`config.mk`:
```
export PLATFORM = sky130hd
export DESIGN_NAME = converter_input_and_result_regs
export DESIGN_NICKNAME = d
export VERILOG_FILES = /design/src/converter_pkg.sv /design/src/converter_conv_if.sv /design/src/converter_engine.sv /design/src/converter_input_and_result_regs.sv
export SDC_FILE = /design/constraint.sdc
export NUM_CORES = 1
export LEC_CHECK = 0
export BUFFER_PORTS_ARGS = -buffer_cell sky130_fd_sc_hd__buf_4
export CAP_MARGIN = 20
export CORE_MARGIN = 4
export CORE_UTILIZATION = 43
export CTS_BUF_LIST = sky130_fd_sc_hd__clkbuf_2 sky130_fd_sc_hd__clkbuf_4 sky130_fd_sc_hd__clkbuf_8
export CTS_CLUSTER_DIAMETER = 80
export CTS_CLUSTER_SIZE = 10
export DETAILED_ROUTE_END_ITERATION = 10
export GPL_TIMING_DRIVEN = 0
export PLACE_DENSITY = 0.73
export SETUP_SLACK_MARGIN = 0.02
export SLEW_MARGIN = 20
export SYNTH_ARGS = -nofsm -noshare
export SYNTH_HDL_FRONTEND = slang
export SYNTH_SLANG_ARGS = --single-unit
```
`constraint.sdc`:
```
create_clock -name clk_in -period 2.1 [get_ports clk_in]
set_input_delay 0 -clock clk_in [delete_from_list [all_inputs] [get_ports clk_in]]
set_output_delay 0 -clock clk_in [all_outputs]
set_load 0.02 [all_outputs]
```
`src/converter_pkg.sv`:
```
package converter_pkg;

	// ------------------------------------------------------------
	// Register addresses and reset values on the special-function-register bus.
	// ------------------------------------------------------------
	localparam logic [7:0] INPUT_CONTROL_ADDR = 8'hda;
	localparam logic [7:0] RESULT_HIGH_ADDR   = 8'hdd;
	localparam logic [7:0] INPUT_CONTROL_RST  = 8'h00;
	localparam logic [7:0] RESULT_HIGH_RST    = 8'h00;

	// ------------------------------------------------------------
	// Field positions of the input control register.
	// ------------------------------------------------------------
	localparam int CONNECT_BIT   = 7;
	localparam int REF_BIT       = 6;
	localparam int TRIG_HI_BIT   = 5;
	localparam int TRIG_LO_BIT   = 4;
	localparam int DIFFERENTIAL_ENABLE_BIT      = 3;
	localparam int CHAN_HI_BIT   = 2;
	localparam int CHAN_LO_BIT   = 0;

	// ------------------------------------------------------------
	// Trigger sources and converter geometry.
	// ------------------------------------------------------------
	localparam logic [1:0] TRIG_SOFTWARE = 2'h0;
	localparam logic [1:0] TRIG_TIMER0   = 2'h1;
	localparam logic [1:0] TRIG_TIMER1   = 2'h2;
	localparam logic [1:0] TRIG_TIMER2   = 2'h3;
	localparam int         SAMPLE_BITS   = 10;
	localparam logic [4:0] CONVERT_CYCLES = 5'h10;

	typedef enum logic [1:0] {REF_SUPPLY, REF_INTERNAL} reference_t;

endpackage

```
`src/converter_conv_if.sv`:
```
interface converter_conv_if;
	logic       start;
	logic       done;
	logic [9:0] sample;
	logic [9:0] captured;

	modport control
	(
		output start,
		input  done,
		input  captured
	);
	modport engine
	(
		input  start,
		output done,
		input  sample,
		output captured
	);
endinterface

```
`src/converter_engine.sv`:
```
module converter_engine
(
	input  wire logic          clk_in,
	input  wire logic          rst_n_in,
	converter_conv_if.engine   conv
);

	logic [4:0] count_r;
	logic       busy_r;
	logic       done_r;
	logic [9:0] captured_r;

	// ------------------------------------------------------------
	// Conversion timing and sample capture.
	// ------------------------------------------------------------
	always_ff @(posedge clk_in or negedge rst_n_in)
	begin
		if (!rst_n_in)
		begin
			count_r    <= 5'h00;
			busy_r     <= 1'b0;
			done_r     <= 1'b0;
			captured_r <= 10'h000;
		end
		else
		begin
			done_r <= 1'b0;
			if (busy_r)
			begin
				if (count_r == 5'h01)
				begin
					busy_r     <= 1'b0;
					done_r     <= 1'b1;
					captured_r <= conv.sample;
				end
				count_r <= count_r - 5'h01;
			end
			else if (conv.start)
			begin
				busy_r  <= 1'b1;
				count_r <= converter_pkg::CONVERT_CYCLES;
			end
		end
	end

	assign conv.done     = done_r;
	assign conv.captured = captured_r;

endmodule // converter_engine

```
`src/converter_input_and_result_regs.sv`:
```
module converter_input_and_result_regs
(
	input  wire logic       clk_in,
	input  wire logic       rst_n_in,
	input  wire logic [7:0] sfr_addr_in,
	input  wire logic       sfr_wr_in,
	input  wire logic       sfr_rd_in,
	input  wire logic [7:0] sfr_wdata_in,
	output logic      [7:0] sfr_rdata_out,
	input  wire logic       start_write_in,
	input  wire logic       left_adjust_in,
	input  wire logic       timer0_overflow_in,
	input  wire logic       timer1_overflow_in,
	input  wire logic       timer2_overflow_in,
	input  wire logic       irq_service_in,
	input  wire logic [9:0] sample_in,
	output logic            start_busy_out,
	output logic            conversion_complete_flag_out,
	output logic      [7:0] positive_select_out,
	output logic            negative_half_supply_out,
	output logic            reference_internal_out,
	output logic            differential_out,
	output logic      [7:0] result_low_out
);

	converter_conv_if conv ();

	logic [7:0]  control_r;
	logic [7:0]  result_high_r;
	logic [7:0]  result_low_r;
	logic        busy_r;
	logic        flag_r;
	logic        start_pulse;
	logic        hw_trigger;
	logic [15:0] justified;
	logic [7:0]  rdata_nxt;
	logic [7:0]  pos_nxt;
	logic        neg_nxt;

	function automatic logic [15:0] justify(input logic [9:0] s,
		input logic left);
		if (left)
			justify = {s, 6'h00};
		else
			justify = {{6{s[9]}}, s};
	endfunction

	function automatic logic [1:0] trigger_field(input logic [7:0] c);
		trigger_field =
			c[converter_pkg::TRIG_HI_BIT:converter_pkg::TRIG_LO_BIT];
	endfunction

	assign conv.sample = sample_in;

	converter_engine engine_u
	(
		.clk_in   (clk_in),
		.rst_n_in (rst_n_in),
		.conv     (conv)
	);

	// ------------------------------------------------------------
	// Input control register.
	// ------------------------------------------------------------
	always_ff @(posedge clk_in or negedge rst_n_in)
	begin
		if (!rst_n_in)
			control_r <= converter_pkg::INPUT_CONTROL_RST;
		else if (sfr_wr_in
			&& sfr_addr_in == converter_pkg::INPUT_CONTROL_ADDR)
			control_r <= sfr_wdata_in;
	end

	// ------------------------------------------------------------
	// Trigger selection.
	// ------------------------------------------------------------
	always_comb
	begin
		case (trigger_field(control_r))
			converter_pkg::TRIG_TIMER0: hw_trigger = timer0_overflow_in;
			converter_pkg::TRIG_TIMER1: hw_trigger = timer1_overflow_in;
			converter_pkg::TRIG_TIMER2: hw_trigger = timer2_overflow_in;
			default:                    hw_trigger = 1'b0;
		endcase
	end

	assign start_pulse = !busy_r
		&& ((trigger_field(control_r) == converter_pkg::TRIG_SOFTWARE)
		? start_write_in : hw_trigger);
	assign conv.start = start_pulse;

	// ------------------------------------------------------------
	// Busy, complete flag and result capture.
	// ------------------------------------------------------------
	always_ff @(posedge clk_in or negedge rst_n_in)
	begin
		if (!rst_n_in)
			busy_r <= 1'b0;
		else if (start_pulse)
			busy_r <= 1'b1;
		else if (conv.done)
			busy_r <= 1'b0;
	end

	always_ff @(posedge clk_in or negedge rst_n_in)
	begin
		if (!rst_n_in)
			flag_r <= 1'b0;
		else if (conv.done)
			flag_r <= 1'b1;
		else if (irq_service_in)
			flag_r <= 1'b0;
	end

	assign justified = justify(conv.captured, left_adjust_in);

	always_ff @(posedge clk_in or negedge rst_n_in)
	begin
		if (!rst_n_in)
		begin
			result_high_r <= converter_pkg::RESULT_HIGH_RST;
			result_low_r  <= 8'h00;
		end
		else if (conv.done)
		begin
			result_high_r <= justified[15:8];
			result_low_r  <= justified[7:0];
		end
	end

	// ------------------------------------------------------------
	// Register read port.
	// ------------------------------------------------------------
	always_comb
	begin
		if (sfr_addr_in == converter_pkg::INPUT_CONTROL_ADDR)
			rdata_nxt = control_r;
		else if (sfr_addr_in == converter_pkg::RESULT_HIGH_ADDR)
			rdata_nxt = result_high_r;
		else
			rdata_nxt = 8'h00;
	end

	always_ff @(posedge clk_in or negedge rst_n_in)
	begin
		if (!rst_n_in)
			sfr_rdata_out <= 8'h00;
		else if (sfr_rd_in)
			sfr_rdata_out <= rdata_nxt;
	end

	// ------------------------------------------------------------
	// Analog routing controls.
	// ------------------------------------------------------------
	always_comb
	begin
		pos_nxt = 8'h00;
		neg_nxt = 1'b0;
		if (control_r[converter_pkg::CONNECT_BIT])
		begin
			neg_nxt = !control_r[converter_pkg::DIFFERENTIAL_ENABLE_BIT];
			if (control_r[converter_pkg::DIFFERENTIAL_ENABLE_BIT])
				pos_nxt[{control_r[1:0], 1'b0}] = 1'b1;
			else
				pos_nxt[control_r[converter_pkg::CHAN_HI_BIT:
					converter_pkg::CHAN_LO_BIT]] = 1'b1;
		end
	end

	always_ff @(posedge clk_in or negedge rst_n_in)
	begin
		if (!rst_n_in)
		begin
			positive_select_out      <= 8'h00;
			negative_half_supply_out <= 1'b0;
			reference_internal_out   <= 1'b0;
			differential_out         <= 1'b0;
		end
		else
		begin
			positive_select_out      <= pos_nxt;
			negative_half_supply_out <= neg_nxt;
			reference_internal_out   <=
				control_r[converter_pkg::REF_BIT];
			differential_out         <=
				control_r[converter_pkg::DIFFERENTIAL_ENABLE_BIT];
		end
	end

	// ------------------------------------------------------------
	// Status outputs.
	// ------------------------------------------------------------
	always_ff @(posedge clk_in or negedge rst_n_in)
	begin
		if (!rst_n_in)
		begin
			start_busy_out               <= 1'b0;
			conversion_complete_flag_out <= 1'b0;
		end
		else
		begin
			start_busy_out               <= busy_r || start_pulse;
			conversion_complete_flag_out <= conv.done
				|| (flag_r && !irq_service_in);
		end
	end

	// ------------------------------------------------------------
	// Low result byte output.
	// ------------------------------------------------------------
	always_ff @(posedge clk_in or negedge rst_n_in)
	begin
		if (!rst_n_in)
			result_low_out <= 8'h00;
		else
			result_low_out <= result_low_r;
	end

endmodule // converter_input_and_result_regs

```
Word-level counts from Yosys, hierarchy flattened
Index checks and enable logic that the tools add are counted.

cells by class
  $add $sub $neg = 1
  $lt $le $gt $ge = 4
  equality and inequality tests = 6
  muxes and demuxes = 23
  reductions and logical operators = 15

operators with widths
  kind                                                                                  count
  8-bit 2-to-1 mux                                                                      4
  8-bit == test (second input constant)                                                 2
  15-bit 2-to-1 mux                                                                     1
  1-bit 2-to-1 mux                                                                      13
  5-bit 2-to-1 mux                                                                      2
  3-bit by 4-bit < comparator with 1-bit output (second input constant)                 2
  3-bit by 1-bit greater-or-equal comparator with 1-bit output (second input constant)  2
  2-bit nonzero test                                                                    3
  5-bit by 1-bit == test with 1-bit output (second input constant)                      1
  1-bit logical AND                                                                     5
  5-bit by 1-bit subtractor with 5-bit output (second input constant)                   1
  2-bit == test (second input constant)                                                 2
  1-bit demux with 3-bit select                                                         1
  1-bit zero test                                                                       3
  1-bit one-hot mux with 3 select lines                                                 1
  1-bit demux with 2-bit select                                                         1
  2-bit by 1-bit == test with 1-bit output (second input constant)                      1
  2-bit zero test                                                                       1
  1-bit logical OR                                                                      2
  2-bit AND reduction                                                                   1

word-level totals
  bits in registers = 72

Depth between registers and ports, before layout
  depth after elaboration = 6
  depth in mapped cells = 6
  mapped depth without buffers = 5

Modules after synthesis
Synthesis repeated with hierarchy kept, for this count alone.

second synthesis, totals
  cells, all modules = 221
  area, all modules = 2,866.5 um^2

by module, submodules not included
  module                           instances  cells each  area an instance (um^2)  sequential area each (um^2)
  converter_input_and_result_regs  1          169         2,148.3                  1,376.3
  converter_engine                 1          52          718.2                    425.4

Worst setup path before layout
Ideal clock, no wire load.

  path kind = flip-flop to flip-flop
  start = reg engine_u.count_r[1]
  end = reg engine_u.captured_r[2], in the netlist engine_u.conv.captured[2]
  library setup time = 125 ps
  arrival = 1,485 ps
  data required time = 1,975 ps
  path slack = 490 ps
  stages on the path, launching flop included = 7
  period minus slack after synthesis = 1,610 ps
  cell sequence = dfrtp_1 inv_1 ha_1 nand2_1 or4_4 buf_6 mux2_4

on the way
  longest elaborated chain between the ends = 2

ends and longest elaborated chain
  what                                      RTL line                source
  start, declared                           converter_engine.sv:8   logic [4:0] count_r;
  start signal, assigned                    converter_engine.sv:36  count_r <= count_r - 5'h01;
  start signal, assigned                    converter_engine.sv:41  count_r <= converter_pkg::CONVERT_CYCLES;
  5-bit by 1-bit == test with 1-bit output  converter_engine.sv:30  if (count_r == 5'h01)
  2-bit AND reduction (no line)             n/a
  end signal, assigned                      converter_engine.sv:34  captured_r <= conv.sample;
  end, declared                             converter_engine.sv:11  logic [9:0] captured_r;

No other way between the ends.
A chain may end at the register's enable or synchronous reset.

Worst setup path in the final report
  start = reg engine_u.count_r[1]
  end = reg engine_u.captured_r[3], in the netlist engine_u.conv.captured[3]

Same word-level chain as after synthesis.

==> impl_metrics.csv <==
group,metric,value,unit
critical_path,arrival,1.91,ns
sta,rsz0062_at_grt,"false",
routing,first_iter_violations,97,
critical_path,setup.worst_path.class,"reg2reg",
clock_network,cts_root_buf,"clkbuf_8",
finish,area_growth,33.9,%
sta,fin_crit,1.70,ns
power,leakagePower,1.82,nW
place,hpwlAfterDp,3990,µm
grt,grt_first_pass_wirelength,9810,µm
critical_path,worstSetupStartpointType,"flip-flop",
critical_path,path_max_fanout,10,
place,place.gp.congestion,0.771,
yosys,ys_ff_latch,72,
floorplanning,rows,29,
flow_run,drv_cap,0,
clock_network,cts_sinks,72,
sta,fin_tns_setup,0,ns
clock_network,cts_max_level,3,
finish,drive_gt1_share,32.0,%
yosys,syn_inst,235,
routing,vias_per_cell,4.80,
floorplanning,io_pins,65,
clock_network,cts_buffers,9,
critical_path,critPathRequiredTime,2.31,ns
yosys,syn_area,2880,µm²
routing,drc,0,
grt,grt_max_degree,73,
grt,grt-ovfl-total,0,
finish,antenna_cells,0,
sta,timing.fmax,590,MHz
grt,antenna_found_initial,0,
clock_network,clockBufferDepth,2,
yosys,syn_area_per_cell,12.3,µm²
yosys,synth_nets,273,
clock_network,insertion_delay,0.33,ns
min_path,hp-class,"in2reg",
clock_network,clk_pin_slew,0.07,ns
floorplanning,die_h,89.9,µm
min_path,worstHoldPathCells,3,
floorplanning,dieArea,8080,µm²
outcome,status,"complete, no violations",
floorplanning,dieWidth,89.9,µm
clock_network,cts_resized,0,
routing,wl_per_cell,14.1,µm
yosys,yosysWarnings,0,
sta,fin_worst_skew,0.00734,ns
clock_network,cts_tree,"yes",
sta,hold_ws,0.148,ns
yosys,ys_seq_area_share,62.5,%
sta,relSlewSlack,41.1,%
finish,nets,367,
floorplanning,start_util,44.9,%
floorplanning,core,6420,µm²
yosys,synth_top_flop_cell,"dfrtp_1",
routing,dr.pass1.iters,4,
yosys,ys_types,33,
routing,vias,1974,
sta,hold_viol,0,
yosys,async_flop_share,100,%
place,portBuffers,62,
critical_path,ff2ff_path_depth,6,
sta,slew_violations,0,
yosys,synth-edff-count,0,
sta,setup_violations,0,
sta,worst_slew_pin_slew,0.883,ns
power,p_per_area,1100,nW/µm²
routing,routed_wl,5800,µm
power,ir_worst_vdd,0.491,mV
grt,grt_pass1_vias,2040,
routing,antenna_left,0,
grt,grt_usage,15.0,%
sta,finalCritPeriodShare,80.7,%
critical_path,worstSetupEndpointType,"flip-flop",
==> synthesized netlist by cell type (2+ instances only) <==
library cell  count  area (µm²)
dfrtp_1          72        1800
mux2_4            8         120
mux2_2           12         135
o21a_1            2        15.0
mux2i_1           6        60.1
or2_2             2        12.5
o21ai_0           9        45.0
clkbuf_1          9        33.8
nor2b_1           3        18.8
nor2_1           13        48.8
xnor2_1           3        26.3
ha_1              2        25.0
nor3b_1           3        22.5
a21oi_1          16        80.1
nand3b_1          6        45.0
nand2b_1          3        18.8
nor3_1            3        15.0
inv_1            20        75.1
a22oi_1           8        60.1
o22ai_1          12        75.1
nand2_1          11        41.3
==> where the power goes <==
group | internal [mW] | switching (mW) | leakage, nW | total (mW)
clock | 0.637 | 0.479 | 0.110 | 1.12
sequential | 1.81 | 0.269 | 0.893 | 2.07
combinational | 0.577 | 0.499 | 0.816 | 1.08
total | 3.02 | 1.25 | 1.82 | 4.27
==> layout make-up <==
cell class | instances | area [µm²]
clock buffers | 13 | 166
clock inverters | 3 | 40.0
fillers | 524 | 2560
plain buffers | 12 | 57.6
well taps | 77 | 96.3
flip-flops and latches | 72 | 1800
repair buffers | 83 | 676
multi-input cells | 131 | 950
inverters | 20 | 75.1
==> critical path, stage by stage, from the launching register on <==
cell     delay, ns
dfrtp_1       0.39
inv_1         0.09
ha_1          0.14
nand2_1       0.04
or4_4         0.44
buf_6         0.18
mux2_4        0.30
==> metrics by stage <==
step	instances	util (%)	cell area (µm²)	setup WS, ns	power (mW)
6_report	411	60.1	3860	0.404	4.27
5_1_grt	411	60.1	3860	0.313	4.52
4_1_cts	411	60.1	3860	0.392	4.31
3_5_place_dp	374	53.7	3450	0.397	3.16
3_3_place_gp	374	53.7	3450	0.424	3.12
2_1_floorplan	235	-	2880	0.490	2.76
==> logic make-up after synthesis <==
logic type                 Yosys count  share of synthesized area [%]
DFF                                 72                           62.5
AOI/OAI and AO/OA                   49                           10.1
xor gates and xnor gates             3                          0.911
and+or+nand+nor                     51                           10.1
buffers and inverters               32                           4.60
adders and majority gates            2                          0.868
muxes                               26                           10.9
==> placed cells by master (no fill, tap or decap), types with 9 or more instances in the layout <==
cell and instances:
nand2_1 11, o22ai_1 12, clkbuf_1 9, mux2_2 12, o21ai_0 9, dlygate4sd3_1 21
inv_1 20, dfrtp_1 72, nor2_1 13, a21oi_1 16, buf_4 63, clkbuf_8 11
==> per-layer routing <==
metal  wire length [µm]  global-route usage (%)  part of all wire [%]
met1               2560                    19.2                    44
met2               2910                    24.2                    50
met3                246                    3.92                   4.2
met4                 82                    6.25                   1.4
met5                  0                       0                     0
==> registers in the layout (all words and copies together), names as in the netlist, 5 cells and up <==
| name | cells |
|---|---|
| control_r | 8 |
| engine_u.conv.captured | 10 |
| engine_u.count_r | 5 |
| positive_select_out | 8 |
| result_high_r | 8 |
| result_low_out | 8 |
| result_low_r | 8 |
| sfr_rdata_out | 8 |
==> what timing repair did <==
item	CTS	global route
buffers inserted	0	0
endpoints found under the setup margin	0	0
hold buffers	21	0
endpoints found under the hold margin	100	0
==> worst paths after layout <==
check	from	to	slack (ns)
max in group asynchronous	rst_n_in	busy_r	1.19
max	engine_u.count_r[1]	engine_u.conv.captured[3]	0.40
min reg2reg	result_low_r[2]	result_low_out[2]	0.37
min in group asynchronous	rst_n_in	result_low_r[4]	0.35
min	left_adjust_in	result_low_r[6]	0.15
max reg2reg	engine_u.count_r[1]	engine_u.conv.captured[3]	0.40
Power figures use the tool's default switching activity.
